[src/rtl/rscc_pkg.sv]
// Constants, types and carriers of the reset source combiner and cause status block.
// Assumes one 20 MHz system clock and an asynchronous active-low power-on reset as the root.
//
// Overview of operation
// - Any active reset source drives the single master reset output.
// - Every reset sets the cause flag naming its own reset type.
// - Power-on clears the cause register except brown-out and power-on flags, which set.
// - Software may write any cause bit either way; writes never start a reset.
// - Supply events during low-power operation set flags in the supply status register.
// - Bit 12 enables retention regulator in sleep unless low-power fuse reads one.
// - Bit 10 sets on power-save argument zero while deep sleep enable is set.
// - Bit 5 enables watchdog by software; watchdog fuse at one forces it on.
// - Bit 4 sets on watchdog timeout; watchdog clear, power-save or power-on clear it.
// - Bit 3 sets on power-save argument zero, marking sleep entry.
// - Bit 2 sets on power-save argument one, marking idle entry.
// - Bit 1 sets on brown-out and power-on; bit 0 only on power-on.
// - Supply bits 3:0 set by hardware, cleared by software; upper bits read zero.
// - Supply bit 3 flags main brown-out, bit 2 main power-on.
// - Supply bit 1 flags backup domain power-on, bit 0 power-on exit on battery.
// - Other registers reset alike for every reset type; exceptions handled separately.
// - Oscillator reset value follows reset type; calibration and flash reset only at power-on.
// - Master reset releases after its delay; code runs once clock is also ready.
// - Fail-safe clock monitor starts after master reset release plus its own delay.
// - Power-on delay of 10 us precedes the internal state reset time.
// - Internal state reset time of 2 us is the only delay for most resets.
// - Oscillator start-up timer counts 1024 oscillator periods in ten bits.

package rscc_pkg;

  // Timing figures and the cycle counts derived from them
  localparam int unsigned CLK_PERIOD_NS = 50;
  localparam int unsigned POR_DELAY_NS = 10000;
  localparam int unsigned STATE_RESET_NS = 2000;
  localparam int unsigned POR_CYCLES = (POR_DELAY_NS + CLK_PERIOD_NS - 1) / CLK_PERIOD_NS;
  localparam int unsigned RST_CYCLES = (STATE_RESET_NS + CLK_PERIOD_NS - 1) / CLK_PERIOD_NS;
  localparam int unsigned REG_WAKE_CYCLES_DEF = 20;
  localparam int unsigned FAILSAFE_CLOCK_MONITOR_DELAY_CYCLES_DEF = 8;
  localparam int unsigned CNT_W = 16;
  localparam int unsigned OST_W = 10;
  localparam logic [OST_W-1:0] OST_LAST = 10'h3FF;

  typedef logic [CNT_W-1:0] rscc_cnt_t;

  // Register map, word index on the register port
  localparam logic [1:0] ADDR_CAUSE = 2'h0;
  localparam logic [1:0] ADDR_SUPPLY = 2'h1;

  // Cause register fields
  localparam int unsigned BIT_TRAP = 15;
  localparam int unsigned BIT_BADOP = 14;
  localparam int unsigned BIT_RETENTION_ENABLE = 12;
  localparam int unsigned BIT_DEEP_SLEEP_FLAG = 10;
  localparam int unsigned BIT_CM = 9;
  localparam int unsigned BIT_FLASHPWR = 8;
  localparam int unsigned BIT_PIN = 7;
  localparam int unsigned BIT_SWR = 6;
  localparam int unsigned BIT_SOFT_WATCHDOG_ENABLE = 5;
  localparam int unsigned BIT_WATCHDOG_TIMEOUT_FLAG = 4;
  localparam int unsigned BIT_SLEEP = 3;
  localparam int unsigned BIT_IDLE = 2;
  localparam int unsigned BIT_BOR = 1;
  localparam int unsigned BIT_POR = 0;
  localparam logic [15:0] CAUSE_MASK = 16'hD7FF;
  localparam logic [15:0] CAUSE_POR_VALUE = 16'h0003;

  // Supply status fields
  localparam int unsigned SUP_MAIN_BO = 3;
  localparam int unsigned SUP_MAIN_PO = 2;
  localparam int unsigned SUP_BACKUP_PO = 1;
  localparam int unsigned SUP_BATT_EXIT = 0;
  localparam logic [3:0] SUPPLY_POR_VALUE = 4'hE;

  // Synchroniser lanes for inputs from outside the clock domain
  localparam int unsigned SY_BROWN = 0;
  localparam int unsigned SY_PIN_N = 1;
  localparam int unsigned SY_MAIN_BO = 2;
  localparam int unsigned SY_MAIN_PO = 3;
  localparam int unsigned SY_BACKUP_PO = 4;
  localparam int unsigned SY_BATT_EXIT = 5;
  localparam int unsigned SY_OSC = 6;
  localparam int unsigned SY_PLL = 7;
  localparam int unsigned SYNC_W = 8;
  localparam logic [SYNC_W-1:0] SYNC_RST = 8'h02;

  typedef enum logic [1:0] {
    ST_POR = 2'b00,
    ST_STARTUP = 2'b01,
    ST_RST = 2'b10,
    ST_RUN = 2'b11
  } rscc_seq_t;

  // Reset requests from logic on the system clock
  typedef struct packed {
    logic trap_conflict;
    logic illegal_opcode;
    logic uninit_register_reset;
    logic config_mismatch;
    logic reset_instruction;
    logic watchdog_timeout;
  } rscc_src_t;

  // Whole state of the block
  typedef struct packed {
    logic [SYNC_W-1:0] sync1;
    logic [SYNC_W-1:0] sync2;
    rscc_seq_t seq;
    rscc_cnt_t cnt;
    logic [15:0] cause;
    logic [3:0] supply;
    logic [15:0] rdata;
    logic osc_prev;
    logic [OST_W-1:0] ost_cnt;
    logic ost_done;
    rscc_cnt_t failsafe_clock_monitor_cnt;
    logic failsafe_clock_monitor_en;
    rscc_cnt_t wake_cnt;
    logic wake_hold;
    logic master;
    logic run_en;
    logic wdt_en;
    logic ret_en;
    logic flash_pwr;
    logic osc_use_fuse;
    logic por_rst;
  } rscc_state_t;

endpackage

[src/rtl/rscc_top.sv]
// Reset source combiner with reset cause and supply status registers.
// Assumes CPU-side requests are synchronous pulses or levels on i_clock; supply monitors,
// the reset pin, the oscillator clock and PLL lock arrive asynchronously.
//
// Decided for this implementation: the register addresses and the strobed register port.
`timescale 1ns/1ps
`default_nettype none

module rscc_top #(
  parameter int unsigned REG_WAKE_CYCLES = rscc_pkg::REG_WAKE_CYCLES_DEF,
  parameter int unsigned FAILSAFE_CLOCK_MONITOR_DELAY_CYCLES = rscc_pkg::FAILSAFE_CLOCK_MONITOR_DELAY_CYCLES_DEF
) (
  input wire logic i_clock,
  input wire logic i_arst_n,
  // Register port
  input wire logic [1:0] i_addr,
  input wire logic [15:0] i_write_data,
  input wire logic i_write_strobe,
  input wire logic i_read_strobe,
  output logic [15:0] o_read_data,
  // Synchronous reset requests and instruction events
  input wire rscc_pkg::rscc_src_t i_src,
  input wire logic i_watchdog_clear_instr,
  input wire logic i_power_save_instr,
  input wire logic i_power_save_arg,
  input wire logic i_deep_sleep_enable,
  input wire logic i_sleep_exit,
  // Static fuses
  input wire logic i_low_power_fuse,
  input wire logic i_watchdog_fuse,
  // Asynchronous inputs
  input wire logic i_brown_out,
  input wire logic i_external_reset_pin_n,
  input wire logic i_main_supply_brownout,
  input wire logic i_main_supply_poweron,
  input wire logic i_backup_domain_poweron,
  input wire logic i_battery_exit,
  input wire logic i_osc_clock,
  input wire logic i_pll_locked,
  // Outputs
  output logic o_master_reset_out,
  output logic o_code_run_enable,
  output logic o_failsafe_monitor_enable,
  output logic o_watchdog_enable,
  output logic o_retention_enable,
  output logic o_flash_sleep_power,
  output logic o_regulator_wake_hold,
  output logic o_osc_reset_from_fuse,
  output logic o_poweron_reset
);

  localparam rscc_pkg::rscc_cnt_t POR_LAST = rscc_pkg::rscc_cnt_t'(rscc_pkg::POR_CYCLES - 1);
  localparam rscc_pkg::rscc_cnt_t RST_LAST = rscc_pkg::rscc_cnt_t'(rscc_pkg::RST_CYCLES - 1);
  localparam rscc_pkg::rscc_cnt_t WAKE_LAST = rscc_pkg::rscc_cnt_t'(REG_WAKE_CYCLES - 1);
  // The count starts on the release edge itself, so the last value equals the delay
  localparam rscc_pkg::rscc_cnt_t FAILSAFE_CLOCK_MONITOR_LAST = rscc_pkg::rscc_cnt_t'(FAILSAFE_CLOCK_MONITOR_DELAY_CYCLES);
  localparam rscc_pkg::rscc_state_t STATE_RESET = '{
    sync1: rscc_pkg::SYNC_RST,
    sync2: rscc_pkg::SYNC_RST,
    seq: rscc_pkg::ST_POR,
    cnt: '0,
    cause: rscc_pkg::CAUSE_POR_VALUE,
    supply: rscc_pkg::SUPPLY_POR_VALUE,
    rdata: 16'h0000,
    osc_prev: 1'b0,
    ost_cnt: '0,
    ost_done: 1'b0,
    failsafe_clock_monitor_cnt: '0,
    failsafe_clock_monitor_en: 1'b0,
    wake_cnt: '0,
    wake_hold: 1'b0,
    master: 1'b1,
    run_en: 1'b0,
    wdt_en: 1'b1,
    ret_en: 1'b0,
    flash_pwr: 1'b0,
    osc_use_fuse: 1'b1,
    por_rst: 1'b1
  };

  rscc_pkg::rscc_state_t q;
  rscc_pkg::rscc_state_t n;

  // Synchronised views of brown-out and reset pin, taken only from the second stage, and the request and write decodes
  logic brown_s;
  logic pin_s;
  logic cpu_src;
  logic any_src;
  logic cause_wr;
  logic supply_wr;

  assign brown_s = q.sync2[rscc_pkg::SY_BROWN];
  assign pin_s = ~q.sync2[rscc_pkg::SY_PIN_N];
  assign cpu_src = |i_src;
  assign any_src = cpu_src | brown_s | pin_s;
  assign cause_wr = i_write_strobe && (i_addr == rscc_pkg::ADDR_CAUSE);
  assign supply_wr = i_write_strobe && (i_addr == rscc_pkg::ADDR_SUPPLY);

  // Next-state logic for the whole block
  always_comb begin
    logic [15:0] cset;
    logic [15:0] cclr;
    logic [15:0] cbase;
    logic [3:0] sset;
    logic [3:0] sbase;
    cset = 16'h0000;
    cclr = 16'h0000;
    cbase = 16'h0000;
    sset = 4'h0;
    sbase = 4'h0;
    n = q;

    // Two-stage synchroniser for pins, supplies and the oscillator
    n.sync1 = {i_pll_locked, i_osc_clock, i_battery_exit, i_backup_domain_poweron,
               i_main_supply_poweron, i_main_supply_brownout, i_external_reset_pin_n,
               i_brown_out};
    n.sync2 = q.sync1;

    // Release sequencer; a source still active holds the start-up or state reset stage at the start of its delay
    case (q.seq)
      rscc_pkg::ST_POR: begin
        if (q.cnt >= POR_LAST) begin
          n.seq = rscc_pkg::ST_RST;
          n.cnt = '0;
        end else begin
          n.cnt = q.cnt + 1'b1;
        end
      end
      rscc_pkg::ST_STARTUP: begin
        if (any_src) begin
          n.cnt = '0;
        end else if (q.cnt >= WAKE_LAST) begin
          n.seq = rscc_pkg::ST_RST;
          n.cnt = '0;
        end else begin
          n.cnt = q.cnt + 1'b1;
        end
      end
      rscc_pkg::ST_RST: begin
        if (brown_s) begin
          // A brown-out inside another reset still needs the regulator start-up
          n.seq = rscc_pkg::ST_STARTUP;
          n.cnt = '0;
          n.osc_use_fuse = 1'b1;
        end else if (any_src) begin
          n.cnt = '0;
        end else if (q.cnt >= RST_LAST) begin
          n.seq = rscc_pkg::ST_RUN;
          n.cnt = '0;
        end else begin
          n.cnt = q.cnt + 1'b1;
        end
      end
      rscc_pkg::ST_RUN: begin
        // Brown-out also waits for the regulator before the state reset time
        if (brown_s) begin
          n.seq = rscc_pkg::ST_STARTUP;
          n.cnt = '0;
          n.osc_use_fuse = 1'b1;
        end else if (any_src) begin
          n.seq = rscc_pkg::ST_RST;
          n.cnt = '0;
          n.osc_use_fuse = 1'b0;
        end
      end
      default: begin
        n.seq = rscc_pkg::ST_POR;
        n.cnt = '0;
      end
    endcase
    n.master = (n.seq != rscc_pkg::ST_RUN);
    n.por_rst = (n.seq == rscc_pkg::ST_POR);

    // Cause flags: events set, instructions clear, software writes; set beats clear
    cset[rscc_pkg::BIT_TRAP] = i_src.trap_conflict;
    cset[rscc_pkg::BIT_BADOP] = i_src.illegal_opcode | i_src.uninit_register_reset;
    cset[rscc_pkg::BIT_CM] = i_src.config_mismatch;
    cset[rscc_pkg::BIT_PIN] = pin_s;
    cset[rscc_pkg::BIT_SWR] = i_src.reset_instruction;
    cset[rscc_pkg::BIT_WATCHDOG_TIMEOUT_FLAG] = i_src.watchdog_timeout;
    cset[rscc_pkg::BIT_SLEEP] = i_power_save_instr & ~i_power_save_arg;
    cset[rscc_pkg::BIT_IDLE] = i_power_save_instr & i_power_save_arg;
    cset[rscc_pkg::BIT_DEEP_SLEEP_FLAG] = i_power_save_instr & ~i_power_save_arg & i_deep_sleep_enable;
    cset[rscc_pkg::BIT_BOR] = brown_s;
    cclr[rscc_pkg::BIT_WATCHDOG_TIMEOUT_FLAG] = i_watchdog_clear_instr | i_power_save_instr;
    cbase = cause_wr ? i_write_data : q.cause;
    // Flags live outside the master reset, so they survive the reset they report
    n.cause = ((cbase & ~cclr) | cset) & rscc_pkg::CAUSE_MASK;

    // Supply status: hardware may only set, software may only clear by writing zero
    sset[rscc_pkg::SUP_MAIN_BO] = q.sync2[rscc_pkg::SY_MAIN_BO];
    sset[rscc_pkg::SUP_MAIN_PO] = q.sync2[rscc_pkg::SY_MAIN_PO];
    sset[rscc_pkg::SUP_BACKUP_PO] = q.sync2[rscc_pkg::SY_BACKUP_PO];
    sset[rscc_pkg::SUP_BATT_EXIT] = q.sync2[rscc_pkg::SY_BATT_EXIT];
    sbase = supply_wr ? (q.supply & i_write_data[3:0]) : q.supply;
    n.supply = sbase | sset;

    // Read data stands only in the cycle after the strobe
    n.rdata = 16'h0000;
    if (i_read_strobe) begin
      case (i_addr)
        rscc_pkg::ADDR_CAUSE: n.rdata = q.cause;
        rscc_pkg::ADDR_SUPPLY: n.rdata = {12'h000, q.supply};
        default: n.rdata = 16'h0000;
      endcase
    end

    // Control bits driven out to the watchdog, regulator and flash
    n.wdt_en = i_watchdog_fuse | q.cause[rscc_pkg::BIT_SOFT_WATCHDOG_ENABLE];
    n.ret_en = q.cause[rscc_pkg::BIT_RETENTION_ENABLE] & ~i_low_power_fuse;
    n.flash_pwr = q.cause[rscc_pkg::BIT_FLASHPWR];

    // Oscillator start-up timer counts rising edges of the synchronised oscillator;
    // it runs from power-on only, in parallel with the reset delays
    n.osc_prev = q.sync2[rscc_pkg::SY_OSC];
    if (!q.ost_done && q.sync2[rscc_pkg::SY_OSC] && !q.osc_prev) begin
      if (q.ost_cnt == rscc_pkg::OST_LAST) begin
        n.ost_done = 1'b1;
      end else begin
        n.ost_cnt = q.ost_cnt + 1'b1;
      end
    end
    n.run_en = ~n.master & n.ost_done & q.sync2[rscc_pkg::SY_PLL];

    // Fail-safe monitor waits its own delay after the master reset falls
    if (n.master) begin
      n.failsafe_clock_monitor_cnt = '0;
      n.failsafe_clock_monitor_en = 1'b0;
    end else if (!q.failsafe_clock_monitor_en) begin
      if (q.failsafe_clock_monitor_cnt >= FAILSAFE_CLOCK_MONITOR_LAST) begin
        n.failsafe_clock_monitor_en = 1'b1;
      end else begin
        n.failsafe_clock_monitor_cnt = q.failsafe_clock_monitor_cnt + 1'b1;
      end
    end

    // Regulator wake delay on sleep exit while flash bias power was in standby
    if (i_sleep_exit && !q.cause[rscc_pkg::BIT_FLASHPWR]) begin
      n.wake_hold = 1'b1;
      n.wake_cnt = '0;
    end else if (q.wake_hold) begin
      if (q.wake_cnt >= WAKE_LAST) begin
        n.wake_hold = 1'b0;
      end else begin
        n.wake_cnt = q.wake_cnt + 1'b1;
      end
    end
  end

  // Power-on is the root reset; only it restores calibration style state
  always_ff @(posedge i_clock or negedge i_arst_n) begin
    if (!i_arst_n) begin
      q <= STATE_RESET;
    end else begin
      q <= n;
    end
  end

  assign o_read_data = q.rdata;
  assign o_master_reset_out = q.master;
  assign o_code_run_enable = q.run_en;
  assign o_failsafe_monitor_enable = q.failsafe_clock_monitor_en;
  assign o_watchdog_enable = q.wdt_en;
  assign o_retention_enable = q.ret_en;
  assign o_flash_sleep_power = q.flash_pwr;
  assign o_regulator_wake_hold = q.wake_hold;
  assign o_osc_reset_from_fuse = q.osc_use_fuse;
  assign o_poweron_reset = q.por_rst;
endmodule

`default_nettype wire

[config.mk]
export PLATFORM = sky130hd
export DESIGN_NAME = rscc_top
export DESIGN_NICKNAME = d
export VERILOG_FILES = /design/src/rtl/rscc_pkg.sv /design/src/rtl/rscc_top.sv
export SDC_FILE = /design/constraint.sdc
export NUM_CORES = 1
export LEC_CHECK = 0
export BUFFER_PORTS_ARGS = -buffer_cell sky130_fd_sc_hd__buf_2
export CAP_MARGIN = 10
export CORE_MARGIN = 2
export CORE_UTILIZATION = 56
export CTS_CLUSTER_SIZE = 30
export DETAILED_ROUTE_END_ITERATION = 7
export PLACE_DENSITY = 0.86
export RECOVER_POWER = 50
export SKIP_CTS_REPAIR_TIMING = 1
export SYNTH_ARGS = -nofsm -noshare
export SYNTH_HDL_FRONTEND = slang
export SYNTH_SLANG_ARGS = --single-unit
[constraint.sdc]
create_clock -name i_clock -period 2.3 [get_ports i_clock]
set_input_delay 0.23 -clock i_clock [delete_from_list [all_inputs] [get_ports i_clock]]
set_output_delay 0.23 -clock i_clock [all_outputs]
set_load 0.01 [all_outputs]
; ---- Word level (Yosys, flattened, before mapping)
; Cells that the tools add are included.
[word_totals]
word_cells = 112
output_inout_bits = 25
ff_bits = 121
inputBits = 43
[classes]
muxes = 32
n_eq_ne = 11
bitwise = 21
n_reduce_logical = 18
n_addsub = 4
order_cmp = 5
[ops]
columns = op, count
row1 = $mux 16, 9
row2 = $pmux 18 s4, 1
row3 = $mux 17, 4
row4 = $mux 18, 3
row5 = $add 16x1->16 const B, 3
row6 = $ge 16x5->1 const B, 2
row7 = $pmux 16 s2, 1
row8 = $and 16x16->16, 1
row9 = $ge 16x4->1 const B, 1
row10 = $ge 16x6->1 const B, 1
row11 = $ge 16x8->1 const B, 1
row12 = $not 5->16, 1
row13 = $or 16x16->16, 1
row14 = $add 10x1->10 const B, 1
row15 = $eq 10x10->1 const B, 1
row16 = $mux 2, 5
row17 = $ne 2x2->1 const B, 4
row18 = $mux 1, 7
row19 = $and 1x1->1, 6
row20 = $logic_not 2->1, 3
row21 = $reduce_and 2->1, 3
row22 = $reduce_or 6->1, 1
row23 = $logic_and 1x1->1, 5
row24 = $not 1->1, 5
row25 = other kinds (12), 21

; ---- Logic depth before layout (Yosys ltp)
[logic_depth]
depth_word = 10
depth_mapped = 7
depth_no_buf = 7

; ---- Worst setup path after synthesis
; Ideal clock, no wire load.
[synth_path]
kind = reg-to-reg
start = reg q[89] (netlist name)
end = reg q[30] (netlist name)
n_path_buf = 1
stages_incl_launch_ff = 8
setup_ns = 0.117
period_less_slack_ns = 2.082
required_ns = 2.183
slack_ns = 0.218
t_arrival_ns = 1.966
cell_sequence = dfrtp_1 ha_1 a211o_1 a211o_1 or3_1 and3_4 buf_6 and2_4
[synth_between]
elab_chain_len = 8
word_cells_on_any_way = 15
cone_classes = order compare: 3 / eq/ne: 3 / mux: 8 / reduce/logical: 1
[synth_rtl]
columns = element, line
row1 = from (decl), rscc_top.sv:81  ; rscc_pkg::rscc_state_t q;
row2 = from (signal assigned), rscc_top.sv:255  ; q <= n;
row3 = $ge 16x6->1, rscc_top.sv:147  ; end else if (q.cnt >= RST_LAST) begin
row4 = $mux 2, rscc_top.sv:147
row5 = $mux 2, rscc_top.sv:145  ; end else if (any_src) begin
row6 = $mux 18, rscc_top.sv:140  ; if (brown_s) begin
row7 = $pmux 18 s4 (*), rscc_top.sv:120  ; case (q.seq)
row8 = $ne 2x2->1 (*), rscc_top.sv:171  ; n.master = (n.seq != rscc_pkg::ST_RUN);
row9 = $ne 2x2->1 (no source line) / $ne 2x1->1 (equally long branches), --
row10 = $reduce_and 2->1 (no source line), --
; Mark *: on every way between the ends. The rest lies on a longest branch, timed or not.
; A chain may end at the register's enable or synchronous reset.

; ---- Worst setup path in the final report
[layout_path]
start = reg q[99] (netlist name)
end = reg q[89] (netlist name)
[layout_between]
elab_chain_len = 5
word_cells_on_any_way = 10
cone_classes = order compare: 3 / mux: 7
[layout_rtl]
columns = element, line
row1 = $ge 16x6->1, rscc_top.sv:147
row2 = $mux 16, rscc_top.sv:147
row3 = $mux 16, rscc_top.sv:145
row4 = $mux 18, rscc_top.sv:140
row5 = $pmux 18 s4 (*), rscc_top.sv:120
; Marked as above.

==> results.toml <==
[global_routing]
grt_overflow = 0
grt_max_degree = 54
antenna_found_initial = 0
grt_use_total_pct = 22.39
grt_first_pass_wirelength_microns = 16470
grt_pass1_vias = 3429

[clock_tree]
cts_max_level = 4
clk_latency_ns = 0.51
cts-root-buf = "clkbuf_8"
cts_made_buffers = 17
clk_path_buf_depth = 2
cts_sinks = 119
cts_tree = "yes"
clk_pin_slew_ns = 0.06

[sta]
fin_skew_ns = 0.007640
finalHoldViolCount = 0
fmax_mhz = 458.9
fin_crit_sh_pct = 94.75
whs_ns = 0.008511
maxSlewHeadroom_pct = 28.82
slew_viol_final = 0
setup_violations = 0
fin_setup_tns_ns = 0
tightest_slew_ns = 1.068
post-route-min-period_ns = 2.179
fin_ws_ns = 0.1207

[layout]
nFillCells = 524
layout_common_cells = "dfrtp_1 (108), buf_2 (59), nor2_1 (38)"
layout_commonest_cell = "dfrtp_1"
instances_no_fill = 626
nNetsFinal = 553
drive_above_1_share_pct = 25.87
synthToLayoutAreaGrowth_pct = 26.77
antenna_cells = 0

[routing]
drt-met1-wl_microns = 4211
route.detailed.drc = 0
met3_length_microns = 532
routed_via_density = 5.573
wirelength_microns = 10750
highest_layer = "met4"
ant_nets = 0
drtPass1Iterations = 5
wl_met2_microns = 5701
avgRoutedWirePerCell_microns = 17.17
drt_iter0_drc = 304
num_vias = 3489

[power]
seqPwrFrac_pct = 42.0
power_density_nw_per_um2 = 954.2
p_total_mw = 5.885
ir_drop_v = 0.0006013
p_sw_mw = 1.486
clkPwrFrac_pct = 46.9
p_comb_share_pct = 11.1
p_leak_nw = 2.880
internal-power_mw = 4.399
swShare_pct = 25.25

[synthesis]
synthCells = 406
synth_cell_type_count = 51
synth.avg_cell_area_sq_um = 11.98
netlist_area_sq_um = 4865
synth_seq_cells = 119
synth_edf_count = 0
synth_warnings = 0
seq_area_frac_synth_pct = 61.50
async_flop_share_pct = 100.0
ys.flop_type = "dfrtp_1"

[place]
dp_hpwl_microns = 6235
place.gp.congestion = 0.8678
io_buffers = 63
dp_slack_ns = 0.05612
place_inst = 560

[worst_setup_path]
crit_fanout = 5
crit_arrival_ns = 2.63
worstPathCellList = "nor4_1 -> nand4_1 -> or4b_1 -> nand2_1 -> mux2_2"
cp-end-kind = "flop"
crit_family = "simple AND/OR/NAND/NOR gates"
crit_buf_inv = 0
crit_required_ns = 2.75
critPathLaunchType = "flop"
cpPeakStageDelay_ns = 0.58
crit_slowest_cell = "or4b_1"
critical_path_class = "reg -> reg"

[outcome]
outcome = "complete, no violations"

[job]
drv_cap = 0

[floorplan]
die_area_sq_um = 9449
die_x_microns = 97.21
pin_count = 68
die_h_microns = 97.21
core_region_area_sq_um = 8551
initial_core_util_pct = 56.89
row_count = 34

[worst_hold_path]
worstHoldPathType = "in -> reg"
-- layout make-up --
class / count / area, sq um / area share [%]
Sequential cell: 119 / 2992 / 48.51
Multi-Input combinational cell: 251 / 1662 / 26.94
Timing Repair Buffer: 106 / 715.7 / 11.60
Clock buffer: 18 / 427.9 / 6.939
Clock inverter: 14 / 193.9 / 3.145
Tap cell: 108 / 135.1 / 2.191
Inverter: 10 / 41.29 / 0.6695
-- synth_stat cells (all sizes together), types with 9 or more instances --
master / n / area, sq um
dfrtp: 108 / 2703
dfstp: 11 / 289.0
nor4: 11 / 68.82
buf: 22 / 162.7
nor2: 38 / 142.6
nand2: 22 / 82.58
xnor2: 14 / 122.6
mux2i: 10 / 100.1
inv: 10 / 37.54
nand2b: 9 / 56.30
and2: 32 / 227.7
nor2b: 9 / 56.30
-- metrics by stage --
step	utilization, %	area [sq um]
final	72.12	6167
after global routing	72.12	6167
after CTS	68.32	5842
after detailed placement	61.05	5220
after global placement	61.05	5220
after floorplan	-	4868
-- power by group through the flow --
stage / logic, mW / clock network [mW] / registers (mW)
after floorplan: 0.407 / 0 / 2.46
after global placement: 0.567 / 0 / 2.48
after detailed placement: 0.603 / 0 / 2.50
after CTS: 0.611 / 2.78 / 2.47
after global routing: 0.729 / 2.89 / 2.50
final: 0.652 / 2.76 / 2.47
-- cell families after synthesis --
kind of cell	Yosys count	synth area share, %
flops	119	61.50
fa+ha+maj	5	1.286
xor+xnor	21	3.781
other cells	1	0.07709
buf+inv	37	4.501
compound gates	41	6.096
mux	16	3.446
simple gates	166	19.32
-- worst paths after layout --
path / cells past startpoint / slack [ns] / from / to
setup reg to reg: 5 / 0.12 / q[99] / q[89]
max in group asynchronous: 3 / 0.54 / i_arst_n / q[97]
hold / removal: 2 / 0.009 / i_power_save_instr / q[75]
hold reg to reg: 0 / 0.35 / n[112] / q[112]
setup / recovery: 5 / 0.12 / q[99] / q[89]
min in group asynchronous: 2 / 0.42 / i_arst_n / q[26]
-- sequential cells by signal, summed over array words and instances, names as in the netlist --
signal and flops:
brown_s 1, o_retention_enable 1, q 85, n 10
o_failsafe_monitor_enable 1, o_flash_sleep_power 1, o_master_reset_out 1, o_code_run_enable 1
o_regulator_wake_hold 1, o_watchdog_enable 1, o_osc_reset_from_fuse 1, o_read_data 14
o_poweron_reset 1
-- layer usage --
| metal | global-route usage [%] | vias to the layer above |
|---|---|---|
| li1 | - | 1579 |
| met1 | 27.59 | 1736 |
| met2 | 36.16 | 141 |
| met3 | 6.763 | 33 |
| met4 | 11.05 | 0 |
| met5 | 0 | - |
No activity file was read; power rests on OpenSTA's default activity.
